$ cat config.mk
export PLATFORM = sky130hd
export DESIGN_NAME = dram_ext_mode_config
export DESIGN_NICKNAME = d
export VERILOG_FILES = /design/src/cmd_delay_line.v /design/src/dram_ext_mode_config.v
export VERILOG_INCLUDE_DIRS = /design/src
export SDC_FILE = /design/constraint.sdc
export NUM_CORES = 1
export LEC_CHECK = 0
export ABC_AREA = 1
export BUFFER_PORTS_ARGS = -buffer_cell sky130_fd_sc_hd__buf_2
export CELL_PAD_IN_SITES_DETAIL_PLACEMENT = 0
export CELL_PAD_IN_SITES_GLOBAL_PLACEMENT = 2
export CORE_MARGIN = 8
export CORE_UTILIZATION = 32
export CTS_BUF_LIST = sky130_fd_sc_hd__clkbuf_16
export CTS_CLUSTER_DIAMETER = 100
export DETAILED_ROUTE_END_ITERATION = 12
export MAX_ROUTING_LAYER = met4
export PLACE_DENSITY = 0.91
export SLEW_MARGIN = 0
export SYNTH_ARGS = -nofsm -noshare
export SYNTH_HDL_FRONTEND = slang
export SYNTH_SLANG_ARGS = --single-unit
$ cat constraint.sdc
create_clock -name i_clk -period 3.9 [get_ports i_clk]
set_input_delay 0.39 -clock i_clk [delete_from_list [all_inputs] [get_ports i_clk]]
set_output_delay 0.39 -clock i_clk [all_outputs]
set_load 0.01 [all_outputs]
$ cat src/dram_ext_cfg_defs.vh
`ifndef DRAM_EXT_CFG_DEFS_VH
`define DRAM_EXT_CFG_DEFS_VH

// configuration word load targets, {bank bit one, bank bit zero}
`define BANK_WORD_ONE     2'h1
`define BANK_WORD_TWO     2'h2
`define BANK_WORD_THREE   2'h3

// field positions in the loaded address word
`define WORD_BITS         13
`define TSEL_LO_BIT       2
`define TSEL_HI_BIT       6
`define POSTED_LSB        3
`define POSTED_MSB        5
`define CAL_LSB           7
`define CAL_MSB           9
`define RATE_BIT          7

// termination select codes, {high bit, low bit}
`define TERM_DISABLED     2'h0
`define TERM_75_OHM       2'h1
`define TERM_150_OHM      2'h2
`define TERM_50_OHM       2'h3

// reset values and column delay limits
`define WORD_ONE_RESET    13'h0000
`define RATE_RESET        1'h0
`define COL_DELAY_RESET   3'h3
`define COL_DELAY_MIN     3'h3
`define COL_DELAY_MAX     3'h7

// termination hold after word one enables it, in clocks
`define TERM_HOLD_CYC     4'h8

// power mode codes on the mode input
`define PM_ACTIVE         3'h0
`define PM_APD_FAST       3'h1
`define PM_APD_SLOW       3'h2
`define PM_PRE_PD         3'h3
`define PM_SELF_REFRESH   3'h4
`define PM_INIT           3'h5

// register byte offsets
`define REG_CTRL          5'h00
`define REG_WORD_ONE      5'h04
`define REG_WORD_TWO      5'h08
`define REG_WORD_THREE    5'h0c
`define REG_STATUS        5'h10

// control register fields
`define CTRL_COL_LSB      0
`define CTRL_COL_MSB      2

`endif

$ cat src/cmd_delay_line.v
`timescale 1ns/1ps
module cmd_delay_line #(
	parameter W     = 2,
	parameter DEPTH = 15,
	parameter TW    = 4
) (
	input  wire          i_clk,
	input  wire          i_rst_b,
	input  wire [TW-1:0] i_delay,
	input  wire [W-1:0]  i_in,
	output wire [W-1:0]  o_out
);

reg  [W-1:0]  stage_r [0:DEPTH-1];
wire [TW-1:0] tap;

////////////////////////////////////////////////////////////////////////
// shift stages
genvar k;
generate
	for (k = 0; k < DEPTH; k = k + 1) begin : g_stage
		always @(posedge i_clk or negedge i_rst_b) begin
			if (!i_rst_b) begin
				stage_r[k] <= {W{1'b0}};
			end else if (k == 0) begin
				stage_r[k] <= i_in;
			end else begin
				stage_r[k] <= stage_r[k-1];
			end
		end
	end
endgenerate

////////////////////////////////////////////////////////////////////////
// tap select, zero delay passes straight through
assign tap   = i_delay - {{(TW-1){1'b0}}, 1'b1};
assign o_out = (i_delay == {TW{1'b0}}) ? i_in :
               (i_delay > DEPTH) ? {W{1'b0}} : stage_r[tap];

endmodule

$ cat src/dram_ext_mode_config.v
// Our own choices: the register addresses and the Avalon-MM interface to the registers.
`timescale 1ns/1ps
`include "dram_ext_cfg_defs.vh"

// How it works
// - termination value from two select bits of word one: 50, 75, 150 ohm
// - with termination enabled, control input level switches it on and off
// - control input honoured only in active and the three power-down modes
// - posted delay from three bits of word one, 0 to 6 clocks; the code also accepts field value 7 as 7 clocks
// - read or write held posted delay clocks before internal execution
// - read data appears after posted delay plus column access delay
// - write data delay equals total read delay minus one clock
// - word two holds only the refresh rate bit, rest reserved
// - words two and three kept until reload; reload spares the array; the code keeps no bits of word three
// - word three bits are reserved and have no function
// - bank bit zero high, bit one low loads word one
// - bank bit zero low, bit one high loads word two
// - both bank bits high loads word three
// - column access delay programmable 3 to 7 clocks
module dram_ext_mode_config #(
	parameter DEPTH = 15
) (
	input  wire        i_clk,
	input  wire        i_rst_b,
	input  wire        i_load_config_command,
	input  wire        i_cmd_read,
	input  wire        i_cmd_write,
	input  wire        i_bank_select_bit_zero,
	input  wire        i_bank_select_bit_one,
	input  wire        i_bank_select_bit_two,
	input  wire [15:0] i_addr,
	input  wire        i_termination_control_input,
	input  wire [2:0]  i_power_mode,
	input  wire [4:0]  i_avs_address,
	input  wire        i_avs_read,
	input  wire        i_avs_write,
	input  wire [31:0] i_avs_writedata,
	output reg  [31:0] o_avs_readdata,
	output wire        o_avs_waitrequest,
	output reg         o_term_on,
	output reg  [1:0]  o_effective_termination_resistance,
	output reg         o_refresh_rate_bit,
	output wire        o_exec_read,
	output wire        o_exec_write,
	output wire        o_read_data_valid,
	output wire        o_write_data_capture
);

localparam [2:0] ST_OFF  = 3'b001;
localparam [2:0] ST_HOLD = 3'b010;
localparam [2:0] ST_LIVE = 3'b100;

reg  [`WORD_BITS-1:0] word_one_r;
reg                   ack_r;
reg  [2:0]            col_delay_r;
reg  [2:0]            term_state_r;
reg  [2:0]            term_state_nxt;
reg  [3:0]            hold_cnt_r;
reg  [3:0]            hold_cnt_nxt;
reg                   term_on_nxt;
reg                   mode_ok;
reg  [31:0]           rdata_nxt;

wire [1:0]            bank_pair;
wire                  load_one;
wire                  load_two;
wire [1:0]            term_sel;
wire                  term_en_new;
wire [2:0]            posted_delay;
wire [3:0]            total_read_delay;
wire [3:0]            write_data_delay;
wire                  bus_req;
wire                  bus_wr;

////////////////////////////////////////////////////////////////////////
// configuration word load decode
assign bank_pair = {i_bank_select_bit_one, i_bank_select_bit_zero};
assign load_one  = i_load_config_command &
                   (bank_pair == `BANK_WORD_ONE);
assign load_two  = i_load_config_command &
                   (bank_pair == `BANK_WORD_TWO);

// word three load, both bank bits high, has no effect

always @(posedge i_clk or negedge i_rst_b) begin
	if (!i_rst_b) begin
		word_one_r <= `WORD_ONE_RESET;
	end else if (load_one) begin
		word_one_r <= i_addr[`WORD_BITS-1:0];
	end
end

// only the refresh rate bit of word two is kept
always @(posedge i_clk or negedge i_rst_b) begin
	if (!i_rst_b) begin
		o_refresh_rate_bit <= `RATE_RESET;
	end else if (load_two) begin
		o_refresh_rate_bit <= i_addr[`RATE_BIT];
	end
end

////////////////////////////////////////////////////////////////////////
// termination select and posted delay fields
assign term_sel     = {word_one_r[`TSEL_HI_BIT],
                       word_one_r[`TSEL_LO_BIT]};
assign term_en_new  = ({i_addr[`TSEL_HI_BIT], i_addr[`TSEL_LO_BIT]} !=
                       `TERM_DISABLED);
assign posted_delay = word_one_r[`POSTED_MSB:`POSTED_LSB];

// latency arithmetic
assign total_read_delay = {1'b0, posted_delay} +
                          {1'b0, col_delay_r};
assign write_data_delay = total_read_delay - 4'h1;

////////////////////////////////////////////////////////////////////////
// termination power mode gate
always @* begin
	case (i_power_mode)
		`PM_ACTIVE:   mode_ok = 1'b1;
		`PM_APD_FAST: mode_ok = 1'b1;
		`PM_APD_SLOW: mode_ok = 1'b1;
		`PM_PRE_PD:   mode_ok = 1'b1;
		default:      mode_ok = 1'b0;
	endcase
end

////////////////////////////////////////////////////////////////////////
// termination state machine
always @* begin
	term_state_nxt = term_state_r;
	hold_cnt_nxt   = hold_cnt_r;
	case (term_state_r)
		ST_OFF: begin
			hold_cnt_nxt = 4'h0;
		end
		ST_HOLD: begin
			// input is held low by the controller here
			if (hold_cnt_r == `TERM_HOLD_CYC - 4'h1) begin
				term_state_nxt = ST_LIVE;
			end else begin
				hold_cnt_nxt = hold_cnt_r + 4'h1;
			end
		end
		ST_LIVE: begin
			hold_cnt_nxt = 4'h0;
		end
		default: begin
			term_state_nxt = ST_OFF;
			hold_cnt_nxt   = 4'h0;
		end
	endcase
	if (load_one) begin
		hold_cnt_nxt = 4'h0;
		if (term_en_new) begin
			term_state_nxt = ST_HOLD;
		end else begin
			term_state_nxt = ST_OFF;
		end
	end
end

// termination output, off until word one enables it
always @* begin
	term_on_nxt = 1'b0;
	if (term_state_r != ST_OFF && mode_ok) begin
		term_on_nxt = i_termination_control_input;
	end
end

always @(posedge i_clk or negedge i_rst_b) begin
	if (!i_rst_b) begin
		term_state_r <= ST_OFF;
		hold_cnt_r   <= 4'h0;
		o_term_on    <= 1'b0;
		o_effective_termination_resistance <= `TERM_DISABLED;
	end else begin
		term_state_r <= term_state_nxt;
		hold_cnt_r   <= hold_cnt_nxt;
		o_term_on    <= term_on_nxt;
		o_effective_termination_resistance <= term_sel;
	end
end

////////////////////////////////////////////////////////////////////////
// posted command delay before internal execution
cmd_delay_line #(
	.W     (2),
	.DEPTH (DEPTH),
	.TW    (4)
) u_posted (
	.i_clk   (i_clk),
	.i_rst_b (i_rst_b),
	.i_delay ({1'b0, posted_delay}),
	.i_in    ({i_cmd_write, i_cmd_read}),
	.o_out   ({o_exec_write, o_exec_read})
);

// read data valid at total read delay
cmd_delay_line #(
	.W     (1),
	.DEPTH (DEPTH),
	.TW    (4)
) u_read (
	.i_clk   (i_clk),
	.i_rst_b (i_rst_b),
	.i_delay (total_read_delay),
	.i_in    (i_cmd_read),
	.o_out   (o_read_data_valid)
);

// write data capture at write data delay
cmd_delay_line #(
	.W     (1),
	.DEPTH (DEPTH),
	.TW    (4)
) u_write (
	.i_clk   (i_clk),
	.i_rst_b (i_rst_b),
	.i_delay (write_data_delay),
	.i_in    (i_cmd_write),
	.o_out   (o_write_data_capture)
);

////////////////////////////////////////////////////////////////////////
// bus slave, one wait cycle per access
assign bus_req           = i_avs_read | i_avs_write;
assign o_avs_waitrequest = bus_req & ~ack_r;
assign bus_wr            = i_avs_write & ack_r;

always @(posedge i_clk or negedge i_rst_b) begin
	if (!i_rst_b) begin
		ack_r <= 1'b0;
	end else begin
		ack_r <= bus_req & ~ack_r;
	end
end

// column access delay, out of range writes ignored
always @(posedge i_clk or negedge i_rst_b) begin
	if (!i_rst_b) begin
		col_delay_r <= `COL_DELAY_RESET;
	end else if (bus_wr && i_avs_address == `REG_CTRL) begin
		if (i_avs_writedata[`CTRL_COL_MSB:`CTRL_COL_LSB] >=
		    `COL_DELAY_MIN) begin
			col_delay_r <= i_avs_writedata[`CTRL_COL_MSB:`CTRL_COL_LSB];
		end
	end
end

////////////////////////////////////////////////////////////////////////
// read mux
always @* begin
	rdata_nxt = 32'h0000_0000;
	case (i_avs_address)
		`REG_CTRL: begin
			rdata_nxt[`CTRL_COL_MSB:`CTRL_COL_LSB] = col_delay_r;
		end
		`REG_WORD_ONE: begin
			rdata_nxt[`WORD_BITS-1:0] = word_one_r;
		end
		`REG_WORD_TWO: begin
			rdata_nxt[`RATE_BIT] = o_refresh_rate_bit;
		end
		`REG_WORD_THREE: begin
			rdata_nxt = 32'h0000_0000;
		end
		`REG_STATUS: begin
			rdata_nxt[0]     = o_term_on;
			rdata_nxt[3:1]   = term_state_r;
			rdata_nxt[7:4]   = total_read_delay;
			rdata_nxt[11:8]  = write_data_delay;
			rdata_nxt[14:12] = posted_delay;
			rdata_nxt[15]    = mode_ok;
		end
		default: begin
			rdata_nxt = 32'h0000_0000;
		end
	endcase
end

always @(posedge i_clk or negedge i_rst_b) begin
	if (!i_rst_b) begin
		o_avs_readdata <= 32'h0000_0000;
	end else if (i_avs_read && !ack_r) begin
		o_avs_readdata <= rdata_nxt;
	end
end

endmodule

# After elaboration in Yosys (flattened, before gate mapping)
# Cells that the tools add are included.
[totals]
register_bits = 104
in_bits = 67
out_inout_bits = 41
wordCells = 128
[classes]
n_addsub = 5
order_cmp = 4
eq_ne = 16
n_mux = 26
bitwise_logic = 9
n_reduce_logical = 14
[op_table]
columns = ["op", "n"]
rows = [
  ["5-bit >= comparator (second input constant)", 3],
  ["4-bit NOT with 5-bit output", 3],
  ["4-bit logical NOT", 3],
  ["4-bit 2-to-1 mux", 3],
  ["5-bit one-hot mux with 2 select lines", 1],
  ["3-bit by 2-bit == test with 1-bit output (second input constant)", 3],
  ["3-bit 2-to-1 mux", 3],
  ["3-bit one-hot mux with 3 select lines", 1],
  ["1-bit binary-select mux with 4-bit select", 2],
  ["2-bit binary-select mux with 4-bit select", 1],
  ["1-bit 2-to-1 mux", 8],
  ["2-bit 2-to-1 mux", 4],
  ["4-bit one-hot mux with 2 select lines", 1],
  ["4-bit by 1-bit subtractor with 4-bit output (second input constant)", 2],
  ["3-bit by 1-bit == test with 1-bit output (second input constant)", 2],
  ["3-bit inequality test (second input constant)", 2],
  ["3-bit one-hot mux with 2 select lines", 1],
  ["5-bit by 3-bit == test with 1-bit output (second input constant)", 1],
  ["5-bit by 4-bit == test with 1-bit output (second input constant)", 1],
  ["5-bit == test (second input constant)", 1],
  ["5-bit logical NOT", 1],
  ["3-bit by 3-bit adder with 4-bit output", 1],
  ["4-bit by 1-bit adder with 4-bit output (second input constant)", 1],
  ["1-bit AND", 4],
  ["18 further kinds", 21],
]

# Longest topological paths before layout
# Gate-level depths: netlist of run 1.
[depth]
depth_word = 8
mapped_depth = 15
mapped_depth_nobuf = 14

# Modules after synthesis
# A second synthesis of run 1 with hierarchy kept.
[unflattened]
cells_unflattened = 583
area_unflattened_um2 = 4999.8
[by_module_without_submodules]
columns = ["module", "instances", "cells_per_inst", "area_each_um2", "seq_area_each_um2"]
rows = [
  ["dram_ext_mode_config", 1, 285, 2423.6, 1104.8],
  ["cmd_delay_line (u_read ...)", 2, 80, 666.9, 375.4],
  ["cmd_delay_line (u_posted)", 1, 138, 1242.4, 750.7],
]

# Least setup slack after synthesis of run 1
# Ideal clock, no wire load.
[synth_path]
path_kind = "flip-flop to output port"
from = "register col_delay_r[0]"
to = "output o_read_data_valid"
t_arrival_ns = 2.305
t_required_ns = 3.510
slack_ns = 1.205
path_stages_with_launch = 16
n_path_buf = 1
path_cell_list = "dfstp_2 -> ha_1 -> inv_1 -> fa_1 -> ha_1 -> buf_4 -> inv_1 -> nor2_2 -> nand2_1 -> o21ai_0 -> o21ai_0 -> nand2_1 -> nand2_1 -> nand2_1 -> nand2_1 -> nand2_1"
[synth_between]
elab_chain_cells = 7
word_cells_on_any_way = 8
classes_between = "add/sub: 2; mux: 4; bitwise: 1; reduce/logical: 1"
[synth_lines]
columns = ["element", "line_no", "text"]
rows = [
  ["start: declaration", "dram_ext_mode_config.v:55", "reg [2:0] col_delay_r;"],
  ["start signal: assignment", "dram_ext_mode_config.v:241", "col_delay_r <= `COL_DELAY_RESET;"],
  ["start signal: assignment", "dram_ext_mode_config.v:245", "col_delay_r <= i_avs_writedata[`CTRL_COL_MSB:`CTRL_COL_LSB];"],
  ["3-bit by 3-bit adder with 4-bit output (*)", "dram_ext_mode_config.v:111", "assign total_read_delay = {1'b0, posted_delay} +"],
  ["4-bit by 1-bit subtractor with 4-bit output", "cmd_delay_line.v:36", "assign tap = i_delay - {{(TW-1){1'b0}}, 1'b1};"],
  ["4-bit NOT with 5-bit output (not written as such)", "cmd_delay_line.v:38", "(i_delay > DEPTH) ? {W{1'b0}} : stage_r[tap];"],
  ["1-bit binary-select mux with 4-bit select", "cmd_delay_line.v:38", ""],
  ["1-bit 2-to-1 mux (not written as such) (2 in series)", "cmd_delay_line.v:38", ""],
  ["1-bit 2-to-1 mux (*)", "cmd_delay_line.v:37", "assign o_out = (i_delay == {TW{1'b0}}) ? i_in :"],
  ["end: declaration", "dram_ext_mode_config.v:45", "output wire o_read_data_valid,"],
]
# Every way passes the cells marked *; elsewhere a longest branch is shown, timed or not. The select of a mux whose other input is x is not followed.

# Final worst setup path of run 1
[layout_path]
from = "register col_delay_r[0]"
to = "output o_write_data_capture"
[layout_between]
elab_chain_cells = 8
word_cells_on_any_way = 9
classes_between = "add/sub: 3; mux: 4; bitwise: 1; reduce/logical: 1"
[layout_lines]
columns = ["element", "line_no", "text"]
rows = [
  ["3-bit by 3-bit adder with 4-bit output (*)", "dram_ext_mode_config.v:111", ""],
  ["4-bit by 1-bit subtractor with 4-bit output (*)", "dram_ext_mode_config.v:113", "assign write_data_delay = total_read_delay - 4'h1;"],
  ["4-bit by 1-bit subtractor with 4-bit output", "cmd_delay_line.v:36", ""],
  ["4-bit NOT with 5-bit output (not written as such)", "cmd_delay_line.v:38", ""],
  ["1-bit binary-select mux with 4-bit select", "cmd_delay_line.v:38", ""],
  ["1-bit 2-to-1 mux (not written as such) (2 in series)", "cmd_delay_line.v:38", ""],
  ["1-bit 2-to-1 mux (*)", "cmd_delay_line.v:37", ""],
  ["end: declaration", "dram_ext_mode_config.v:46", "output wire o_write_data_capture"],
]
# Marked as above.

==> flow_metrics.tcl, run 1 <==
set metrics [dict create \
    via_per_inst 4.739 \
    critPathLaunchType "flip-flop" \
    grt_pass1_wl_microns 16480 \
    cts_buffer_depth 2 \
    fin_skew_ns 0.01158 \
    ys_ff_latch 74 \
    synth_edf_count 0 \
    antenna_left 0 \
    grt_overflow 0 \
    crit_start "col_delay_r[0]" \
    cts-buffers-inserted 9 \
    clkSinkCount 74 \
    reg2reg_from "col_delay_r[0]" \
    worstPathMaxFanout 9 \
    synth_cells 472 \
    route.detailed.drc 0 \
    num_vias 3218 \
    clock.fmax_ghz 0.2788 \
    die_area_sq_um 15520 \
    synth_area_leaders "dfrtp_1, nand2_1, o21ai_0, inv_1, nand3_1" \
    power_per_cell_area_nw_per_um2 564.8 \
    multi_input_area_sq_um 1612 \
    cts_root_buf "clkbuf_16" \
    grt_pass1_vias 3298 \
    post-cts-setup-buffers 0 \
    die_w_microns 124.6 \
    drv_slew 0 \
    crit_path_end_kind "primary output" \
    ys_types 37 \
    post-route-min-period_ns 3.586 \
    dp.cells 663 \
    leakagePower_nw 2.315 \
    path_cells "ha_1 > inv_1 > fa_1 > ha_2 > nand2_1 > inv_1 > nand2_1 > nand2_1 > nor2_1 > nand3_1 > nand2_1 > nand2_1 > nand3_1 > nand2_1 > buf_2" \
    hold_viol 0 \
    drt-initial-drc-count 212 \
    fin_util_pct 38.75 \
    antenna_found_initial 0 \
    fp-row-count 39 \
    synthTopCellsByCount "nand2_1, dfrtp_1, inv_1" \
    avgSynthCellArea_sq_um 7.995 \
    ys_seq_area_share_pct 49.17 \
    yosys_warnings 0 \
    hold_buffers 0 \
    path_class "flip-flop to primary output" \
    slew_headroom_pct 41.68 \
    placed_area_sq_um 4130 \
    cts_resized 0 \
    fin_crit_sh_pct 91.95 \
    place.gp.congestion 0.7905 \
    diodes 0 \
    wl_microns 9871 \
    cts_tree "yes" \
    worst_skew_pair.late_latency_ns 0.34 \
    first_pass_iters 4 \
    syn2layout_area_growth_pct 17.74 \
    cap_violations 0 \
    critPathMostFrequentCell "nand2_1" \
    io_buffer_count 56 \
    yosysTopAreaCell "dfrtp_1" \
    io_pins 108 \
    final_cells 679 \
    worstMarginPinSlew_ns 0.8748 \
    status "finished, final reports clean" \
    worstPathRequired_ns 3.51 \
    coreArea_sq_um 11470 \
    grt_max_degree 39 \
    synth_top_area_share_pct 47.08 \
    setup_violations 0 \
    layout-drive-gt1-share_pct 17.35 \
    dp_hpwl_microns 7335 \
    crit_arrival_ns 3.20 \
    final_nets 607 \
    slowest_stage "dfstp_2" \
    clk_pin_slew_ns 0.06 \
    final_area_sq_um 4443 \
    ir_drop_uv 220.7 \
    initial_utilization_pct 32.91 \
    hp-class "primary input to async pin" \
    htree_levels 3 \
    grt_setup_unrepaired "false" \
    netlist_area_sq_um 3774 \
    max_stage_delay_ns 0.55 \
    grt_usage_pct 13.26 \
    die_height_microns 124.6 \
    synth_most_common_cell "nand2_1" \
    wl_per_cell_microns 14.54 \
    seq_area_sq_um 1856 \
    setup_tns_ns 0 \
    fill_cells 1160 \
    async_flop_share_pct 100.0 \
    synthFlopType "dfrtp_1" \
]
-- power by group --
| part | switching, W | internal (W) | total, W |
|---|---|---|---|
| Sequential | 0.0000553 | 0.000848 | 0.000904 |
| Combinational | 0.000488 | 0.000245 | 0.000733 |
| Clock | 0.000319 | 0.000554 | 0.000873 |
| Total | 0.000862 | 0.00165 | 0.00251 |
-- worst paths after layout --
| kind | to | slack (ns) | cells after the start |
|---|---|---|---|
| min | o_avs_readdata[15] | 0.17 | 1 |
| max | o_write_data_capture | 0.31 | 15 |
| max reg2reg | o_avs_readdata[10] | 1.58 | 9 |
| max in group asynchronous | col_delay_r[0] | 2.75 | 2 |
| min in group i_clk | u_posted.stage_r[29] | 0.20 | 1 |
| min reg2reg | u_posted.stage_r[22] | 0.37 | 0 |
-- registers in the layout (all words and copies together), names as in the netlist --
name	cells
ack_r	1
term_state_r	3
hold_cnt_r	4
col_delay_r	3
o_avs_readdata	16
word_one_r	13
o_term_on	1
u_posted.stage_r	30
o_effective_termination_resistance	2
o_refresh_rate_bit	1
-- layout make-up --
type	instances	share of cell area (%)
clock buffers	9	5.069
clock inverters	7	1.915
inverters	47	3.971
multi-input cells	339	36.27
flip-flops and latches	74	41.76
well taps	143	4.027
repair buffers	60	6.984
-- through the flow --
| step | power (W) | hold WS [ns] | worst slack, ns |
|---|---|---|---|
| 2_1_floorplan | 0.001421 | 0.09441 | 1.205 |
| 3_3_place_gp | 0.001642 | 0.3611 | 0.5662 |
| 3_5_place_dp | 0.001647 | 0.3606 | 0.5951 |
| 4_1_cts | 0.002526 | 0.1936 | 0.2180 |
| 5_1_grt | 0.002669 | 0.1922 | 0.05851 |
| 6_report | 0.002509 | 0.1675 | 0.3138 |
-- placed cells by master, fill, tap and decap left out, drive strengths merged, types with 3 or more instances in the layout --
master,synthesis,routed
nand2,161,161
dfrtp,71,71
buf,22,60
inv,45,47
nor2,42,42
o21ai,39,39
nand3,31,31
conb,1,16
a21oi,15,15
clkbuf,5,9
ha,8,8
o211ai,5,5
clkinv,2,5
nand4,4,4
nor3,4,4
dfstp,3,3
-- metal layers --
layer	vias up	global-route usage, %	wire length [microns]
li1	1597	-	-
met1	1516	16.49	4651
met4	0	4.536	148
met2	91	20.84	4600
met3	14	2.894	471
met5	-	-	0
-- critical path: cells and delay by family (launching register included) --
family | cells | cell delay [ns]
flip-flops | 1 | 0.55
adder cells (fa/ha/maj) | 3 | 1.10
buffers and inverters | 3 | 0.30
AND/OR/NAND/NOR | 9 | 0.91
-- cells by family (layout without fill, tap and decap cells) --
group | after synthesis | in the layout | share of synthesized area [%]
DFF | 74 | 74 | 49.17
and+or+nand+nor | 243 | 243 | 27.02
adders and majority gates | 9 | 9 | 3.183
other | 1 | 16 | 0.09937
AOI/OAI and AO/OA | 69 | 69 | 10.18
xor gates and xnor gates | 2 | 2 | 0.6633
buffers and inverters | 74 | 123 | 9.682
Note: power is estimated with default switching activity, not from simulation.
==> run 2: changes to the inputs <==
==> constraint.sdc (replaced) <==
create_clock -name i_clk -period 3.9 [get_ports i_clk]
set_input_delay 0.39 -clock i_clk [delete_from_list [all_inputs] [get_ports i_clk]]
set_output_delay 0.39 -clock i_clk [all_outputs]
set_load 0.02 [all_outputs]
==> flow_metrics.tcl, run 2 (same netlist as run 1, synthesis figures left out) <==
set metrics [dict create \
    slew_headroom_pct 42.38 \
    leakagePower_nw 2.309 \
    syn2layout_area_growth_pct 17.27 \
    die_area_sq_um 15520 \
    cts_root_buf "clkbuf_16" \
    die_w_microns 124.6 \
    io_pins 108 \
    setup_tns_ns 0 \
    layout-drive-gt1-share_pct 17.50 \
    met1_length_microns 4635 \
    r2r_setup_slack_ns 1.60 \
    slowest_stage "dfstp_2" \
    critPathLaunchType "flip-flop" \
    cp-endpoint "o_read_data_valid" \
    hold_viol 0 \
    diodes 0 \
    path_depth 15 \
    grt_pass1_wl_microns 16840 \
    hp-class "primary input to async pin" \
    critPathTopFamily "adder cells" \
    post-route-min-period_ns 3.585 \
    crit_start "col_delay_r[0]" \
    path_class "flip-flop to primary output" \
    ir_drop_uv 223.8 \
    crit_arrival_ns 3.20 \
    fp-row-count 39 \
    grt_setup_unrepaired "false" \
    reg2reg_from "col_delay_r[0]" \
    status "finished, final reports clean" \
    place.gp.congestion 0.7904 \
    max_stage_delay_ns 0.55 \
    grt_overflow 0 \
    initial_utilization_pct 32.91 \
    final_common_cell "nand2_1" \
    via_per_inst 4.703 \
    wl_per_cell_microns 14.44 \
    io_buffer_count 56 \
    wl_met3_microns 364 \
    worstPathMaxFanout 8 \
    fin_skew_ns 0.006822 \
    top_layer_used "met4" \
    worst_skew_pair.late_latency_ns 0.33 \
    cts-buffers-inserted 9 \
    cap_violations 0 \
    drt-initial-drc-count 183 \
    setup_violations 0 \
    wl_microns 9816 \
    r2r_cells 9 \
    first_pass_iters 4 \
    coreArea_sq_um 11470 \
    path_cells "ha_1 > inv_1 > fa_1 > ha_2 > buf_4 > nor2_4 > nand2_1 > o21ai_0 > o21ai_0 > nand2_1 > nand2_1 > nand2_1 > nand2_1 > nand2_1 > buf_2" \
    power_per_cell_area_nw_per_um2 564.1 \
    antenna_found_initial 0 \
    clock.fmax_ghz 0.2789 \
    grt_usage_pct 13.47 \
    final_nets 608 \
    crit_path_end_kind "primary output" \
    route.detailed.drc 0 \
    critPathMostFrequentCell "nand2_1" \
    biggestRegsByFlops "u_posted.stage_r: 30 flops, o_avs_readdata: 16 flops, word_one_r: 13 flops" \
    grt_pass1_vias 3434 \
    largest_reg_flops 30 \
    final_cells 680 \
    clkSinkCount 74 \
    worst-path-buf-inv 3 \
    final.setup.worst_slack_ns 0.3147 \
    worstPathRequired_ns 3.51 \
    num_vias 3198 \
    cts_tree "yes" \
    clk_pin_slew_ns 0.06 \
    drv_slew 0 \
    hold-worst-slack_ns 0.1750 \
    dp_slack_ns 0.6170 \
    cts_buffer_depth 2 \
    fin_crit_sh_pct 91.93 \
    rr_endpoint "o_avs_readdata[10]" \
    fin_util_pct 38.59 \
    wl_met2_microns 4736 \
    htree_levels 3 \
    dp_hpwl_microns 7279 \
    worstMarginPinSlew_ns 0.8644 \
    regMostFlops "u_posted.stage_r" \
    grt_max_degree 39 \
    die_height_microns 124.6 \
    final_cell_mix "nand2_1, dfrtp_1, buf_2, inv_1, o21ai_0" \
    antenna_left 0 \
    dp.cells 664 \
]
-- run 2: stage by stage --
stage          instance area (sq um)  total power (W)
6_report                        4425         0.002496
5_1_grt                         4425         0.002657
4_1_cts                         4423         0.002510
3_5_place_dp                    4138         0.001700
3_3_place_gp                    4138         0.001695
2_1_floorplan                   3830         0.001468
-- run 2: layout make-up --
| cell class | count | area, sq um |
|---|---|---|
| Fill cell | 1190 | 7042 |
| Multi-Input combinational cell | 339 | 1612 |
| Clock inverter | 7 | 60.06 |
| Sequential cell | 74 | 1856 |
| Timing Repair Buffer | 61 | 317.8 |
| Tap cell | 143 | 178.9 |
| Inverter | 47 | 176.4 |
| Clock buffer | 9 | 225.2 |
-- run 2: timing repair --
| item | in CTS | in global routing |
|---|---|---|
| endpoints found under the setup margin | 0 | 1 |
| buffers inserted | 0 | 0 |
| resized for setup | 0 | 1 |
| hold buffers | 0 | 0 |
-- run 2: where the power goes --
part	switching, W	internal, W	total (W)	leakage, nW
Clock	0.000320	0.000488	0.000808	0.146
Sequential	0.0000575	0.000848	0.000906	0.911
Combinational	0.000532	0.000250	0.000782	1.25
Total	0.000909	0.00159	0.00250	2.31
-- run 2: worst min path at each step --
stage                      endpoint  slack [ns]  depth (start not counted)
3_5_place_dp   u_posted.stage_r[22]        0.36                          0
6_report         o_avs_readdata[15]        0.17                          1
2_1_floorplan                 ack_r        0.09                          0
5_1_grt        u_posted.stage_r[28]        0.20                          1
4_1_cts        u_posted.stage_r[28]        0.20                          1
3_3_place_gp   u_posted.stage_r[22]        0.36                          0
-- run 2: worst reg2reg max path, stage by stage, from the launching register on --
cell	delay (ns)
dfstp_2	0.55
ha_1	0.16
inv_1	0.05
fa_1	0.54
ha_1	0.23
inv_1	0.07
nand3_1	0.13
nand2_2	0.13
a22oi_1	0.17
o21ai_0	0.11
-- run 2: per-layer routing --
layer | global-route usage (%) | vias up
met2 | 22.54 | 82
met1 | 16.05 | 1512
met4 | 3.614 | 0
li1 | - | 1599
met3 | 2.851 | 5
met5 | - | -
==> run 3: changes to the inputs <==
--- a/config.mk
+++ b/config.mk
@@ -17,6 +17,7 @@
 export DETAILED_ROUTE_END_ITERATION = 12
 export MAX_ROUTING_LAYER = met4
 export PLACE_DENSITY = 0.91
+export RECOVER_POWER = 25
 export SLEW_MARGIN = 0
 export SYNTH_ARGS = -nofsm -noshare
 export SYNTH_HDL_FRONTEND = slang
==> constraint.sdc (replaced) <==
create_clock -name i_clk -period 4.2 [get_ports i_clk]
set_input_delay 0.42 -clock i_clk [delete_from_list [all_inputs] [get_ports i_clk]]
set_output_delay 0.42 -clock i_clk [all_outputs]
set_load 0.02 [all_outputs]
==> flow_metrics.tcl, run 3 (same netlist as run 1, synthesis figures left out) <==
set metrics [dict create \
    route.detailed.drc 0 \
    cts-buffers-inserted 9 \
    antenna_found_initial 0 \
    hp-class "primary input to flip-flop" \
    cap_violations 1 \
    critPathLaunchType "flip-flop" \
    p_int_w 0.001404 \
    post-cts-setup-buffers 0 \
    setup_violations 0 \
    drv_slew 39 \
    status "finished with violations" \
    first_pass_iters 4 \
    final_common_cell "nand2_1" \
    via_per_inst 4.742 \
    coreArea_sq_um 11470 \
    grt_pass1_vias 3417 \
    crit_arrival_ns 3.26 \
    setup_tns_ns 0 \
    ir_drop_uv 243.4 \
    dp_hpwl_microns 7324 \
    violations "max-capacitance violations, max-slew violations" \
    die_area_sq_um 15520 \
    hold_buffers 0 \
    grt_setup_unrepaired "false" \
    leakagePower_nw 2.281 \
    wl_microns 9803 \
    num_vias 3220 \
    grt_usage_pct 13.42 \
    grt_overflow 0 \
    final_nets 608 \
    io_pins 108 \
    clkSinkCount 74 \
    crit_path_end_kind "primary output" \
    io_buffer_count 56 \
    drt-initial-drc-count 198 \
    die_height_microns 124.6 \
    grt_util_met3_pct 2.851 \
    clock.fmax_ghz 0.2721 \
    initial_utilization_pct 32.91 \
    swShare_pct 37.07 \
    pwr-share-comb_pct 32.4 \
    p_seq_share_pct 37.6 \
    grt_use_met1_pct 16.93 \
    worst-path-buf-inv 3 \
    cts_root_buf "clkbuf_16" \
    path_class "flip-flop to primary output" \
    worstPathRequired_ns 3.78 \
    slowest_stage "dfstp_2" \
    fp-row-count 39 \
    post-route-min-period_ns 3.675 \
    htree_levels 3 \
    worstMarginPinSlew_ns 2.081 \
    p_switching_w 0.0008272 \
    hold_viol 0 \
    clk_pin_slew_ns 0.06 \
    max_stage_delay_ns 0.56 \
    fin_skew_ns 0.008443 \
    antenna_left 0 \
    final_cell_mix "nand2_1, dfrtp_1, buf_2, inv_1, o21ai_0" \
    critPathMostFrequentCell "nand2_1" \
    worst_skew_pair.late_latency_ns 0.33 \
    cts_buffer_depth 2 \
    path_cells "ha_1 > inv_1 > fa_1 > ha_1 > inv_1 > nor2_2 > nand2_1 > o21ai_0 > o21ai_0 > nand2_1 > nand2_1 > nand2_1 > nand2_1 > nand2_1 > buf_2" \
    grt_max_degree 39 \
    diodes 0 \
    pwr-share-clk_pct 30.0 \
    hold-worst-slack_ns 0.2561 \
    cts_resized 0 \
    regMostFlops "u_posted.stage_r" \
    wl_per_cell_microns 14.44 \
    critPathTopFamily "adder cells" \
    fill_cells 1154 \
    grt_use_met2_pct 21.28 \
    biggestRegsByFlops "u_posted.stage_r: 30 flops, o_avs_readdata: 16 flops, word_one_r: 13 flops" \
    placed_area_sq_um 4138 \
    syn2layout_area_growth_pct 16.15 \
    die_w_microns 124.6 \
    worstPathMaxFanout 8 \
    final_area_sq_um 4383 \
    place.gp.congestion 0.8425 \
    cts_tree "yes" \
    fin_crit_sh_pct 87.51 \
    busiest_layer "met2" \
    slew_headroom_pct -38.71 \
    largest_reg_flops 30 \
    grt_pass1_wl_microns 16860 \
    power_per_cell_area_nw_per_um2 509.1 \
    layout-drive-gt1-share_pct 16.23 \
]
[run 3: stage by stage]
stage,total power [W],util [%],std cells,setup WS [ns]
3_3_place_gp,0.001573,36.08,664,0.8816
6_report,0.002231,38.22,679,0.5245
4_1_cts,0.002255,38.29,679,0.4922
3_5_place_dp,0.001577,36.08,664,0.8728
2_1_floorplan,0.001363,-,487,1.413
5_1_grt,0.002384,38.22,679,0.2324
[run 3: cell type report]
type / count / area, sq um / area share (%)
clock buffer: 9 / 225.2 / 5.138
tap: 143 / 178.9 / 4.082
clock inverter: 6 / 27.53 / 0.6280
sequential: 74 / 1856 / 42.34
timing repair buffer: 61 / 310.3 / 7.080
inverter: 47 / 176.4 / 4.025
multi-input combinational: 339 / 1609 / 36.71
[run 3: worst register-to-register path, delay by kind of cell, from the launching register on]
| kind | cells | cell delay [ns] |
|---|---|---|
| AOI/OAI and AO/OA | 2 | 0.28 |
| adders and majority gates | 3 | 0.95 |
| buffers and inverters | 2 | 0.12 |
| DFF | 1 | 0.56 |
| and+or+nand+nor | 2 | 0.26 |
[run 3: worst paths after layout]
check / start / endpoint / slack [ns] / depth (start not counted)
worst max-delay path: col_delay_r[0] / o_read_data_valid / 0.52 / 15
worst min-delay path: i_cmd_read / u_posted.stage_r[28] / 0.26 / 1
worst max register to register: col_delay_r[0] / o_avs_readdata[10] / 1.89 / 9
worst min register to register: u_posted.stage_r[24] / u_posted.stage_r[22] / 0.37 / 0
max in group asynchronous: i_rst_b / col_delay_r[0] / 2.08 / 2
min in group asynchronous: i_rst_b / ack_r / 0.69 / 1
[run 3: power groups by stage]
stage	Sequential, W	Clock, W	Combinational, W
3_5_place_dp	0.000851	0	0.000726
5_1_grt	0.000849	0.000714	0.000821
6_report	0.000840	0.000670	0.000722
4_1_cts	0.000840	0.000683	0.000731
2_1_floorplan	0.000864	0	0.000500
3_3_place_gp	0.000850	0	0.000722
[run 3: metal layers]
metal | wire [microns] | share of wire, %
met3 | 304 | 3.1
met4 | 129 | 1.3
met2 | 4633 | 47
met1 | 4734 | 48
met5 | 0 | 0
